### config.mk
export PLATFORM = sky130hd
export DESIGN_NAME = timer_signal_selection
export DESIGN_NICKNAME = d
export VERILOG_FILES = /design/src/inc/tss_pkg.sv /design/src/core/sync_bits.sv /design/src/core/timer_pin_mux.sv /design/src/core/timer_signal_selection.sv
export VERILOG_INCLUDE_DIRS = /design/src /design/src/inc
export SDC_FILE = /design/constraint.sdc
export NUM_CORES = 1
export LEC_CHECK = 0
export BUFFER_PORTS_ARGS = -buffer_cell sky130_fd_sc_hd__buf_2
export CORE_MARGIN = 2
export CORE_UTILIZATION = 41
export CTS_CLUSTER_SIZE = 40
export DETAILED_ROUTE_END_ITERATION = 6
export PLACE_DENSITY = 0.84
export RECOVER_POWER = 25
export SYNTH_ARGS = -nofsm -noshare
export SYNTH_HDL_FRONTEND = slang
export SYNTH_SLANG_ARGS = --single-unit
### constraint.sdc
create_clock -name mclk_i -period 2.9 [get_ports mclk_i]
set_input_delay 0.29 -clock mclk_i [delete_from_list [all_inputs] [get_ports mclk_i]]
set_output_delay 0.29 -clock mclk_i [all_outputs]
set_load 0.005 [all_outputs]
### src/inc/tss_consts.svh
// register map, field positions and reset values of the timer signal selection block
// assumes inclusion by bare name from design files that need the constants
`ifndef TSS_CONSTS_SVH
`define TSS_CONSTS_SVH

// byte addresses on the apb bus
`define TSS_SEL_ADDR 16'h8000
`define TSS_STAT_ADDR 16'h8004

// selection register fields
`define TSS_WDOG_DIR_BIT 5
`define TSS_TMR1_DIR_BIT 4
`define TSS_TMR0_DIR_BIT 3
`define TSS_ROUTE_HI 2
`define TSS_ROUTE_LO 1
`define TSS_DUAL_BIT 0
`define TSS_SEL_RESET 16'h0001
`define TSS_SEL_WMASK 16'h003f

// status register fields
`define TSS_ST_PINS_HI 2
`define TSS_ST_PINS_LO 0
`define TSS_ST_NMI_BIT 3
`define TSS_ST_RST_BIT 4
`define TSS_ST_EXT_IRQ_THREE_BIT 5

// pin indices inside the pin group
`define TSS_PIN_TMR0 0
`define TSS_PIN_TMR1 1
`define TSS_PIN_WDOG 2

`endif

### src/inc/tss_pkg.sv
// types shared by the timer signal selection design files
// assumes nothing beyond a systemverilog compiler
package tss_pkg;

    // where the watchdog interrupt is steered
    typedef enum logic [1:0] {
        ROUTE_NONE  = 2'b00,
        ROUTE_RESET = 2'b01,
        ROUTE_NMI   = 2'b10,
        ROUTE_EXT_IRQ_THREE  = 2'b11
    } wdog_route_t;

    typedef logic [15:0] sel_word_t;

endpackage

### src/core/sync_bits.sv
// two-flop synchroniser, one stage pair per bit
// assumes asynchronous inputs and one destination clock
`timescale 1ns/1ps
module sync_bits #(
    parameter int WIDTH = 3
) (
    // clock and reset
    input wire logic mclk_i,
    input wire logic arst_n_i,
    // bits
    input wire logic [WIDTH-1:0] async_i,
    output logic [WIDTH-1:0] sync_o
);
    generate
        if (WIDTH < 1) begin : g_bad
            $error("sync_bits needs at least one bit");
        end
    endgenerate

    genvar b;
    generate
        for (b = 0; b < WIDTH; b++) begin : g_bit
            logic meta_r;
            logic hold_r;
            always_ff @(posedge mclk_i or negedge arst_n_i) begin
                if (!arst_n_i) begin
                    meta_r <= 1'b0;
                    hold_r <= 1'b0;
                end else begin
                    meta_r <= async_i[b];
                    hold_r <= meta_r;
                end
            end
            assign sync_o[b] = hold_r;
        end
    endgenerate
endmodule

### src/core/timer_pin_mux.sv
// one timer pin: steers the pin to the timer input or drives it from the timer output
// assumes the pin level is already synchronised and the controls are on mclk_i
`timescale 1ns/1ps
module timer_pin_mux (
    // clock and reset
    input wire logic mclk_i,
    input wire logic arst_n_i,
    // control
    input wire logic owned_i,
    input wire logic dir_out_i,
    // timer side
    input wire logic timer_output_i,
    output logic timer_input_o,
    // pin side
    input wire logic pin_sync_i,
    output logic pin_o,
    output logic pin_oe_o
);
    wire drive_w = owned_i & dir_out_i;
    wire sense_w = owned_i & ~dir_out_i;

    always_ff @(posedge mclk_i or negedge arst_n_i) begin
        if (!arst_n_i) begin
            pin_o <= 1'b0;
            pin_oe_o <= 1'b0;
            timer_input_o <= 1'b0;
        end else begin
            pin_o <= drive_w & timer_output_i;
            pin_oe_o <= drive_w;
            timer_input_o <= sense_w & pin_sync_i;
        end
    end
endmodule

### src/core/timer_signal_selection.sv
// timer signal selection: apb register, timer pin steering, watchdog interrupt routing
// assumes an apb master on mclk_i, timers and interrupt logic on the same clock
`timescale 1ns/1ps
`include "tss_consts.svh"
module timer_signal_selection #(
    parameter int ADDR_W = 16
) (
    // clock and reset
    input wire logic mclk_i,
    input wire logic arst_n_i,
    // apb slave
    input wire logic psel_i,
    input wire logic penable_i,
    input wire logic pwrite_i,
    input wire logic [ADDR_W-1:0] paddr_i,
    input wire logic [31:0] pwdata_i,
    input wire logic [3:0] pstrb_i,
    output logic [31:0] prdata_o,
    output logic pready_o,
    output logic pslverr_o,
    // timer 0 pin and timer
    input wire logic timer0_pin_i,
    output logic timer0_pin_o,
    output logic timer0_pin_oe_o,
    input wire logic timer0_output_i,
    output logic timer0_input_o,
    // timer 1 pin and timer
    input wire logic timer1_pin_i,
    output logic timer1_pin_o,
    output logic timer1_pin_oe_o,
    input wire logic timer1_output_i,
    output logic timer1_input_o,
    // shared watchdog / nmi pin (nmi function is active low)
    input wire logic wdog_pin_i,
    output logic wdog_pin_o,
    output logic wdog_pin_oe_o,
    input wire logic wdog_output_i,
    output logic wdog_input_o,
    // watchdog interrupt and its destinations
    input wire logic wdog_timer_irq_i,
    input wire logic ext_irq_three_en_i,
    output logic wdog_reset_req_o,
    output logic nmi_req_o,
    output logic ext_irq_three_o
);
    import tss_pkg::*;

    localparam int NPINS = 3;

    generate
        if (ADDR_W < 16 || ADDR_W > 32) begin : g_bad_addr
            $error("timer_signal_selection needs ADDR_W between 16 and 32");
        end
    endgenerate

    // ------------------------------------------------------------------
    // state
    // ------------------------------------------------------------------
    sel_word_t sel_r;
    sel_word_t sel_nxt;
    logic pready_r;
    logic pslverr_r;
    logic [31:0] prdata_r;
    logic [31:0] prdata_nxt;
    logic nmi_req_r;
    logic rst_req_r;
    logic ext_irq_three_r;

    // ------------------------------------------------------------------
    // apb decode
    // ------------------------------------------------------------------
    // one wait state so every bus answer comes from a flop
    wire access_w = psel_i & penable_i & ~pready_r;
    wire done_w = psel_i & penable_i & pready_r;
    wire [15:0] addr_lo_w = paddr_i[15:0];
    // a reversed part-select on a 16-bit bus would not elaborate, so split by generate
    logic hi_zero_w;
    generate
        if (ADDR_W == 16) begin : g_addr16
            assign hi_zero_w = 1'b1;
        end else begin : g_addr_wide
            assign hi_zero_w = (paddr_i[ADDR_W-1:16] == '0);
        end
    endgenerate
    wire hit_sel_w = hi_zero_w & (addr_lo_w == `TSS_SEL_ADDR);
    wire hit_stat_w = hi_zero_w & (addr_lo_w == `TSS_STAT_ADDR);
    wire hit_w = hit_sel_w | hit_stat_w;
    // status register is read only; a write to it is refused
    wire bad_w = ~hit_w | (pwrite_i & hit_stat_w);
    // only lane 0 holds writable bits, lane 1 is all reserved
    wire wr_sel_w = done_w & pwrite_i & hit_sel_w & pstrb_i[0];

    assign sel_nxt = wr_sel_w
        ? ((sel_r & ~`TSS_SEL_WMASK) | (pwdata_i[15:0] & `TSS_SEL_WMASK))
        : sel_r;

    // ------------------------------------------------------------------
    // field views
    // ------------------------------------------------------------------
    wire dual_nmi_w = sel_r[`TSS_DUAL_BIT];
    wire [1:0] route_bits_w = sel_r[`TSS_ROUTE_HI:`TSS_ROUTE_LO];
    wdog_route_t route_w;
    assign route_w = wdog_route_t'(route_bits_w);

    // ------------------------------------------------------------------
    // pin synchronisers
    // ------------------------------------------------------------------
    logic [NPINS-1:0] pin_async_w;
    logic [NPINS-1:0] pin_sync_w;
    assign pin_async_w[`TSS_PIN_TMR0] = timer0_pin_i;
    assign pin_async_w[`TSS_PIN_TMR1] = timer1_pin_i;
    assign pin_async_w[`TSS_PIN_WDOG] = wdog_pin_i;

    sync_bits #(
        .WIDTH(NPINS)
    ) u_pin_sync (
        .mclk_i(mclk_i),
        .arst_n_i(arst_n_i),
        .async_i(pin_async_w),
        .sync_o(pin_sync_w)
    );

    // ------------------------------------------------------------------
    // timer pin steering
    // ------------------------------------------------------------------
    logic [NPINS-1:0] dir_out_w;
    logic [NPINS-1:0] owned_w;
    logic [NPINS-1:0] tmr_out_w;
    logic [NPINS-1:0] tmr_in_w;
    logic [NPINS-1:0] pin_out_w;
    logic [NPINS-1:0] pin_oe_w;

    assign dir_out_w[`TSS_PIN_TMR0] = sel_r[`TSS_TMR0_DIR_BIT];
    assign dir_out_w[`TSS_PIN_TMR1] = sel_r[`TSS_TMR1_DIR_BIT];
    assign dir_out_w[`TSS_PIN_WDOG] = sel_r[`TSS_WDOG_DIR_BIT];

    // the shared pin belongs to the watchdog only outside nmi mode
    assign owned_w[`TSS_PIN_TMR0] = 1'b1;
    assign owned_w[`TSS_PIN_TMR1] = 1'b1;
    assign owned_w[`TSS_PIN_WDOG] = ~dual_nmi_w;

    assign tmr_out_w[`TSS_PIN_TMR0] = timer0_output_i;
    assign tmr_out_w[`TSS_PIN_TMR1] = timer1_output_i;
    assign tmr_out_w[`TSS_PIN_WDOG] = wdog_output_i;

    genvar p;
    generate
        for (p = 0; p < NPINS; p++) begin : g_pin
            timer_pin_mux u_mux (
                .mclk_i(mclk_i),
                .arst_n_i(arst_n_i),
                .owned_i(owned_w[p]),
                .dir_out_i(dir_out_w[p]),
                .timer_output_i(tmr_out_w[p]),
                .timer_input_o(tmr_in_w[p]),
                .pin_sync_i(pin_sync_w[p]),
                .pin_o(pin_out_w[p]),
                .pin_oe_o(pin_oe_w[p])
            );
        end
    endgenerate

    assign timer0_pin_o = pin_out_w[`TSS_PIN_TMR0];
    assign timer0_pin_oe_o = pin_oe_w[`TSS_PIN_TMR0];
    assign timer0_input_o = tmr_in_w[`TSS_PIN_TMR0];
    assign timer1_pin_o = pin_out_w[`TSS_PIN_TMR1];
    assign timer1_pin_oe_o = pin_oe_w[`TSS_PIN_TMR1];
    assign timer1_input_o = tmr_in_w[`TSS_PIN_TMR1];
    assign wdog_pin_o = pin_out_w[`TSS_PIN_WDOG];
    assign wdog_pin_oe_o = pin_oe_w[`TSS_PIN_WDOG];
    assign wdog_input_o = tmr_in_w[`TSS_PIN_WDOG];

    // ------------------------------------------------------------------
    // watchdog interrupt routing
    // ------------------------------------------------------------------
    wire to_reset_w = (route_w == ROUTE_RESET);
    wire to_nmi_w = (route_w == ROUTE_NMI);
    wire to_ext_irq_three_w = (route_w == ROUTE_EXT_IRQ_THREE);
    // route none keeps the watchdog interrupt from every destination; the pin nmi still acts
    wire routed_w = (route_w != ROUTE_NONE);

    // nmi pin is active low; pin is masked out when the watchdog owns nmi
    wire pin_nmi_w = dual_nmi_w & ~to_nmi_w & ~pin_sync_w[`TSS_PIN_WDOG];
    wire wdog_nmi_w = routed_w & to_nmi_w & wdog_timer_irq_i;
    wire nmi_nxt = pin_nmi_w | wdog_nmi_w;

    wire rst_nxt = routed_w & to_reset_w & wdog_timer_irq_i;
    // interrupt three is masked by the cpu's own enable bit
    wire ext_irq_three_nxt = routed_w & to_ext_irq_three_w & wdog_timer_irq_i & ext_irq_three_en_i;

    // ------------------------------------------------------------------
    // read data
    // ------------------------------------------------------------------
    logic [31:0] stat_w;
    always_comb begin
        stat_w = 32'h0000_0000;
        stat_w[`TSS_ST_PINS_HI:`TSS_ST_PINS_LO] = pin_sync_w;
        stat_w[`TSS_ST_NMI_BIT] = nmi_req_r;
        stat_w[`TSS_ST_RST_BIT] = rst_req_r;
        stat_w[`TSS_ST_EXT_IRQ_THREE_BIT] = ext_irq_three_r;
    end

    // reserved bits 15:6 and the upper half read as zero
    assign prdata_nxt = (access_w & ~pwrite_i & hit_sel_w) ? {16'h0000, sel_r}
                      : (access_w & ~pwrite_i & hit_stat_w) ? stat_w
                      : 32'h0000_0000;

    // ------------------------------------------------------------------
    // registers
    // ------------------------------------------------------------------
    always_ff @(posedge mclk_i or negedge arst_n_i) begin
        if (!arst_n_i) begin
            sel_r <= `TSS_SEL_RESET;
        end else begin
            sel_r <= sel_nxt;
        end
    end

    always_ff @(posedge mclk_i or negedge arst_n_i) begin
        if (!arst_n_i) begin
            pready_r <= 1'b0;
            pslverr_r <= 1'b0;
            prdata_r <= 32'h0000_0000;
        end else begin
            pready_r <= access_w;
            pslverr_r <= access_w & bad_w;
            prdata_r <= prdata_nxt;
        end
    end

    // routed events are registered, so a new setting acts one cycle after the write
    always_ff @(posedge mclk_i or negedge arst_n_i) begin
        if (!arst_n_i) begin
            nmi_req_r <= 1'b0;
            rst_req_r <= 1'b0;
            ext_irq_three_r <= 1'b0;
        end else begin
            nmi_req_r <= nmi_nxt;
            rst_req_r <= rst_nxt;
            ext_irq_three_r <= ext_irq_three_nxt;
        end
    end

    assign prdata_o = prdata_r;
    assign pready_o = pready_r;
    assign pslverr_o = pslverr_r;
    assign nmi_req_o = nmi_req_r;
    assign wdog_reset_req_o = rst_req_r;
    assign ext_irq_three_o = ext_irq_three_r;
endmodule

==> run metrics <==
Yosys warnings 0; clk buf depth 2; Slew Limit Fails 34; First DRT Iteration DRCs 12; Flop pwr share 0.614; Core Region approximately 0.0031 mm^2; crit-path max FO 6; Slowest-stage cell, CP nor3_4; Nets approximately 230; Critical Path AT about 1.7 ns; Area growth, synth to finish 21.5%; clock sinks 33; reg2reg end sel_r[4]; Max rail drop VDD 0.226 mV; fillers between 300 and 400; critical path's top delay family simple AND/OR/NAND/NOR gates; first-pass GRT wire length 3640 um; dpl cells 205; Psw approximately 0.18 mW; Skew-Pair Late Insertion Delay 0.32 ns; Clock Skews ~0.0032 ns; Net Sw Frac 0.235; Post-CTS Setup Inserts 0; Clock power frac 0.307; final estimated routing congestion in global placement about 0.7; Seq/Total Area, Yosys 0.605; Comb pwr share 0.079; via count roughly 900; via-per-instance ratio around 4.2; FF-to-FF path depth 3; I/O pins about 110; port buffer count 65; endpoint type of the worst setup path register; CTS root buf clkbuf_4; Cell Area, Synth 0.00137 mm^2; Critical Path End sel_r[4]; count of different cell masters after synthesis 25; Post-CTS Hold Buffers 0; Clock transition at path regs 0.09 ns; vias in the first global route 831; final std cells w/o fill ~210; worst setup path start paddr_i[13]; initial core utilization 0.441; routed wire length per instance approximately 11 um; Final Setup Violations 0; power per cell area 464 mW/mm^2; slew at the pin closest to its max-slew limit ~1.6 ns; setup_tns 0 ns; Inserted Clock Buffers 5; DIE AREA between 0.003 and 0.004 mm^2; die width ~62 um; drc violations 0; Pint 0.590 mW; TritonCTS clock tree built; Hold Path Class in -> reg; pin count of the biggest net entering global routing 34; CP Buf/Inv Count 1; HPWL Detailed approximately 1900 um; outcome finished with violations; cts repair resizes 0; cell chain of the critical path buf_2, nor4_2, nand4_1, nor3_4, mux2_2; Hold Slack roughly 0.063 ns; Critical Setup Path Class in -> reg; GRT Resource Usage Total 0.140; setup slack, reg-to-reg about 1.5 ns; global route total overflow 0; failing checks capacitance limit, slew limit; diode count 0; first-pass iteration count of the detailed router 4; share of layout cells above drive strength 1 0.485; Die Ht ~62 um; RR Startpoint pready_o; Max Cap Viol 1; Final ANT Viol Nets 0; antenna violations before repair 0; H-Tree Depth 2; largest stage delay on the critical path about 0.38 ns; Site Rows 20; WP depth 5; Fin. Hold Viols 0; Max Clock Freq between 600 and 700 MHz; Final Critical Period ~1.5 ns; Synth Area per Inst 12.8 um^2; #FFs+latches synth 33; Max-Slew Margin vs Limit -0.0868; critical path required time ~3.1 ns; final WL 2390 um; Pleak a little over 0.9 nW; period utilization 0.506; synthesized instance count roughly 110; Setup crit start kind input pin; RSZ-0062 raised after global routing no
-- worst reg2reg max path, delay by kind of cell, from the launching register on --
kind / cells / cell delay [ns]
mux: 1 / 0.38
simple gates: 2 / 0.49
flops: 1 / 0.42
-- power groups by stage --
stage | Sequential [mW] | Combinational [mW] | Clock [mW]
3_3_place_gp | 0.482 | 0.0602 | 0
6_report | 0.473 | 0.0612 | 0.236
2_1_floorplan | 0.482 | 0.0411 | 0
4_1_cts | 0.473 | 0.0624 | 0.249
5_1_grt | 0.475 | 0.0704 | 0.266
3_5_place_dp | 0.482 | 0.0622 | 0
-- metrics by stage --
stage / worst slack (ns) / total power, mW / area, um^2 / utilization
2_1_floorplan: 1.38 / 0.523 / 1430 / -
3_3_place_gp: 1.12 / 0.542 / 1610 / 0.519
3_5_place_dp: 1.06 / 0.544 / 1610 / 0.519
4_1_cts: 1.42 / 0.784 / 1660 / 0.536
5_1_grt: 1.24 / 0.811 / 1660 / 0.535
6_report: 1.43 / 0.771 / 1660 / 0.535
-- cells in the mapped netlist --
cell	n	area share
nand2b_1	1	0.0046
dfrtp_1	32	0.59
mux2i_1	6	0.044
clkbuf_1	1	0.0027
nor2_1	9	0.025
nor3b_1	1	0.0055
dfstp_2	1	0.019
nand2_1	3	0.0082
o21ai_0	1	0.0037
nor3_1	2	0.0073
nand3b_1	1	0.0055
nor4b_2	1	0.011
or4_1	1	0.0055
nor4_2	2	0.018
buf_2	1	0.0037
nand4_1	2	0.0091
conb_1	1	0.0027
mux2_2	6	0.049
nand4b_1	1	0.0064
and2_1	3	0.014
a21oi_1	1	0.0037
nor2b_1	3	0.014
buf_4	25	0.14
inv_1	1	0.0027
nor3_4	1	0.012
-- cells in the final DEF (no fill, tap or decap), types with 2 or more instances in the layout --
master / Yosys / final
nand2_1: 3 / 3
mux2_2: 6 / 6
dfrtp_1: 32 / 32
nor2_1: 9 / 9
nor4_2: 2 / 2
clkbuf_1: 1 / 2
nand4_1: 2 / 2
buf_2: 1 / 64
and2_1: 3 / 3
clkbuf_4: 0 / 5
clkinv_2: 0 / 2
nor3_1: 2 / 2
nor2b_1: 3 / 3
conb_1: 1 / 17
mux2i_1: 6 / 6
-- layer usage --
metal  GRT usage  part of all wire
met5           0                 0
met4      0.0821             0.021
met3      0.0600             0.097
met2       0.248              0.52
met1       0.134              0.36
-- final cells by class --
cell class / count / area [um^2] / share of cell area
flip-flops and latches: 33 / 827 / 0.498
repair buffers: 65 / 324 / 0.195
well taps: 44 / 55.1 / 0.0331
clock buffers: 6 / 41.3 / 0.0248
clock inverters: 2 / 10.0 / 0.00602
multi-input cells: 62 / 400 / 0.241
inverters: 1 / 3.75 / 0.00226
-- how the worst min path moves through the flow --
| stage | startpoint | to | slack [ns] | cells after the start |
|---|---|---|---|---|
| finish | timer1_pin_i | u_pin_sync.g_bit[1].meta_r | 0.06 | 1 |
| global route | wdog_pin_i | u_pin_sync.g_bit[2].meta_r | 0.04 | 1 |
| CTS | arst_n_i | prdata_o[0] | 0.005 | 1 |
| detailed placement | u_pin_sync.g_bit[0].meta_r | u_pin_sync.g_bit[0].hold_r | 0.34 | 0 |
| global placement | u_pin_sync.g_bit[1].meta_r | u_pin_sync.g_bit[1].hold_r | 0.33 | 0 |
| floorplan | arst_n_i | ext_irq_three_o | -0.006 | 0 |
-- sequential cells by signal, summed over array words and instances, names as in the netlist, 3 cells and up --
name and flops:
prdata_o 7, g_pin.u_mux.pin_oe_o 3, g_pin.u_mux.timer_input_o 3, u_pin_sync.g_bit.meta_r 3
u_pin_sync.g_bit.hold_r 3, sel_r 6, g_pin.u_mux.pin_o 3
-- logic make-up after synthesis --
| family | share of synthesized area |
|---|---|
| other cells | 0.00274 |
| mux | 0.0933 |
| buf+inv | 0.146 |
| simple gates | 0.145 |
| flops | 0.605 |
| compound gates | 0.00731 |
(Power assumes the default switching activity.)
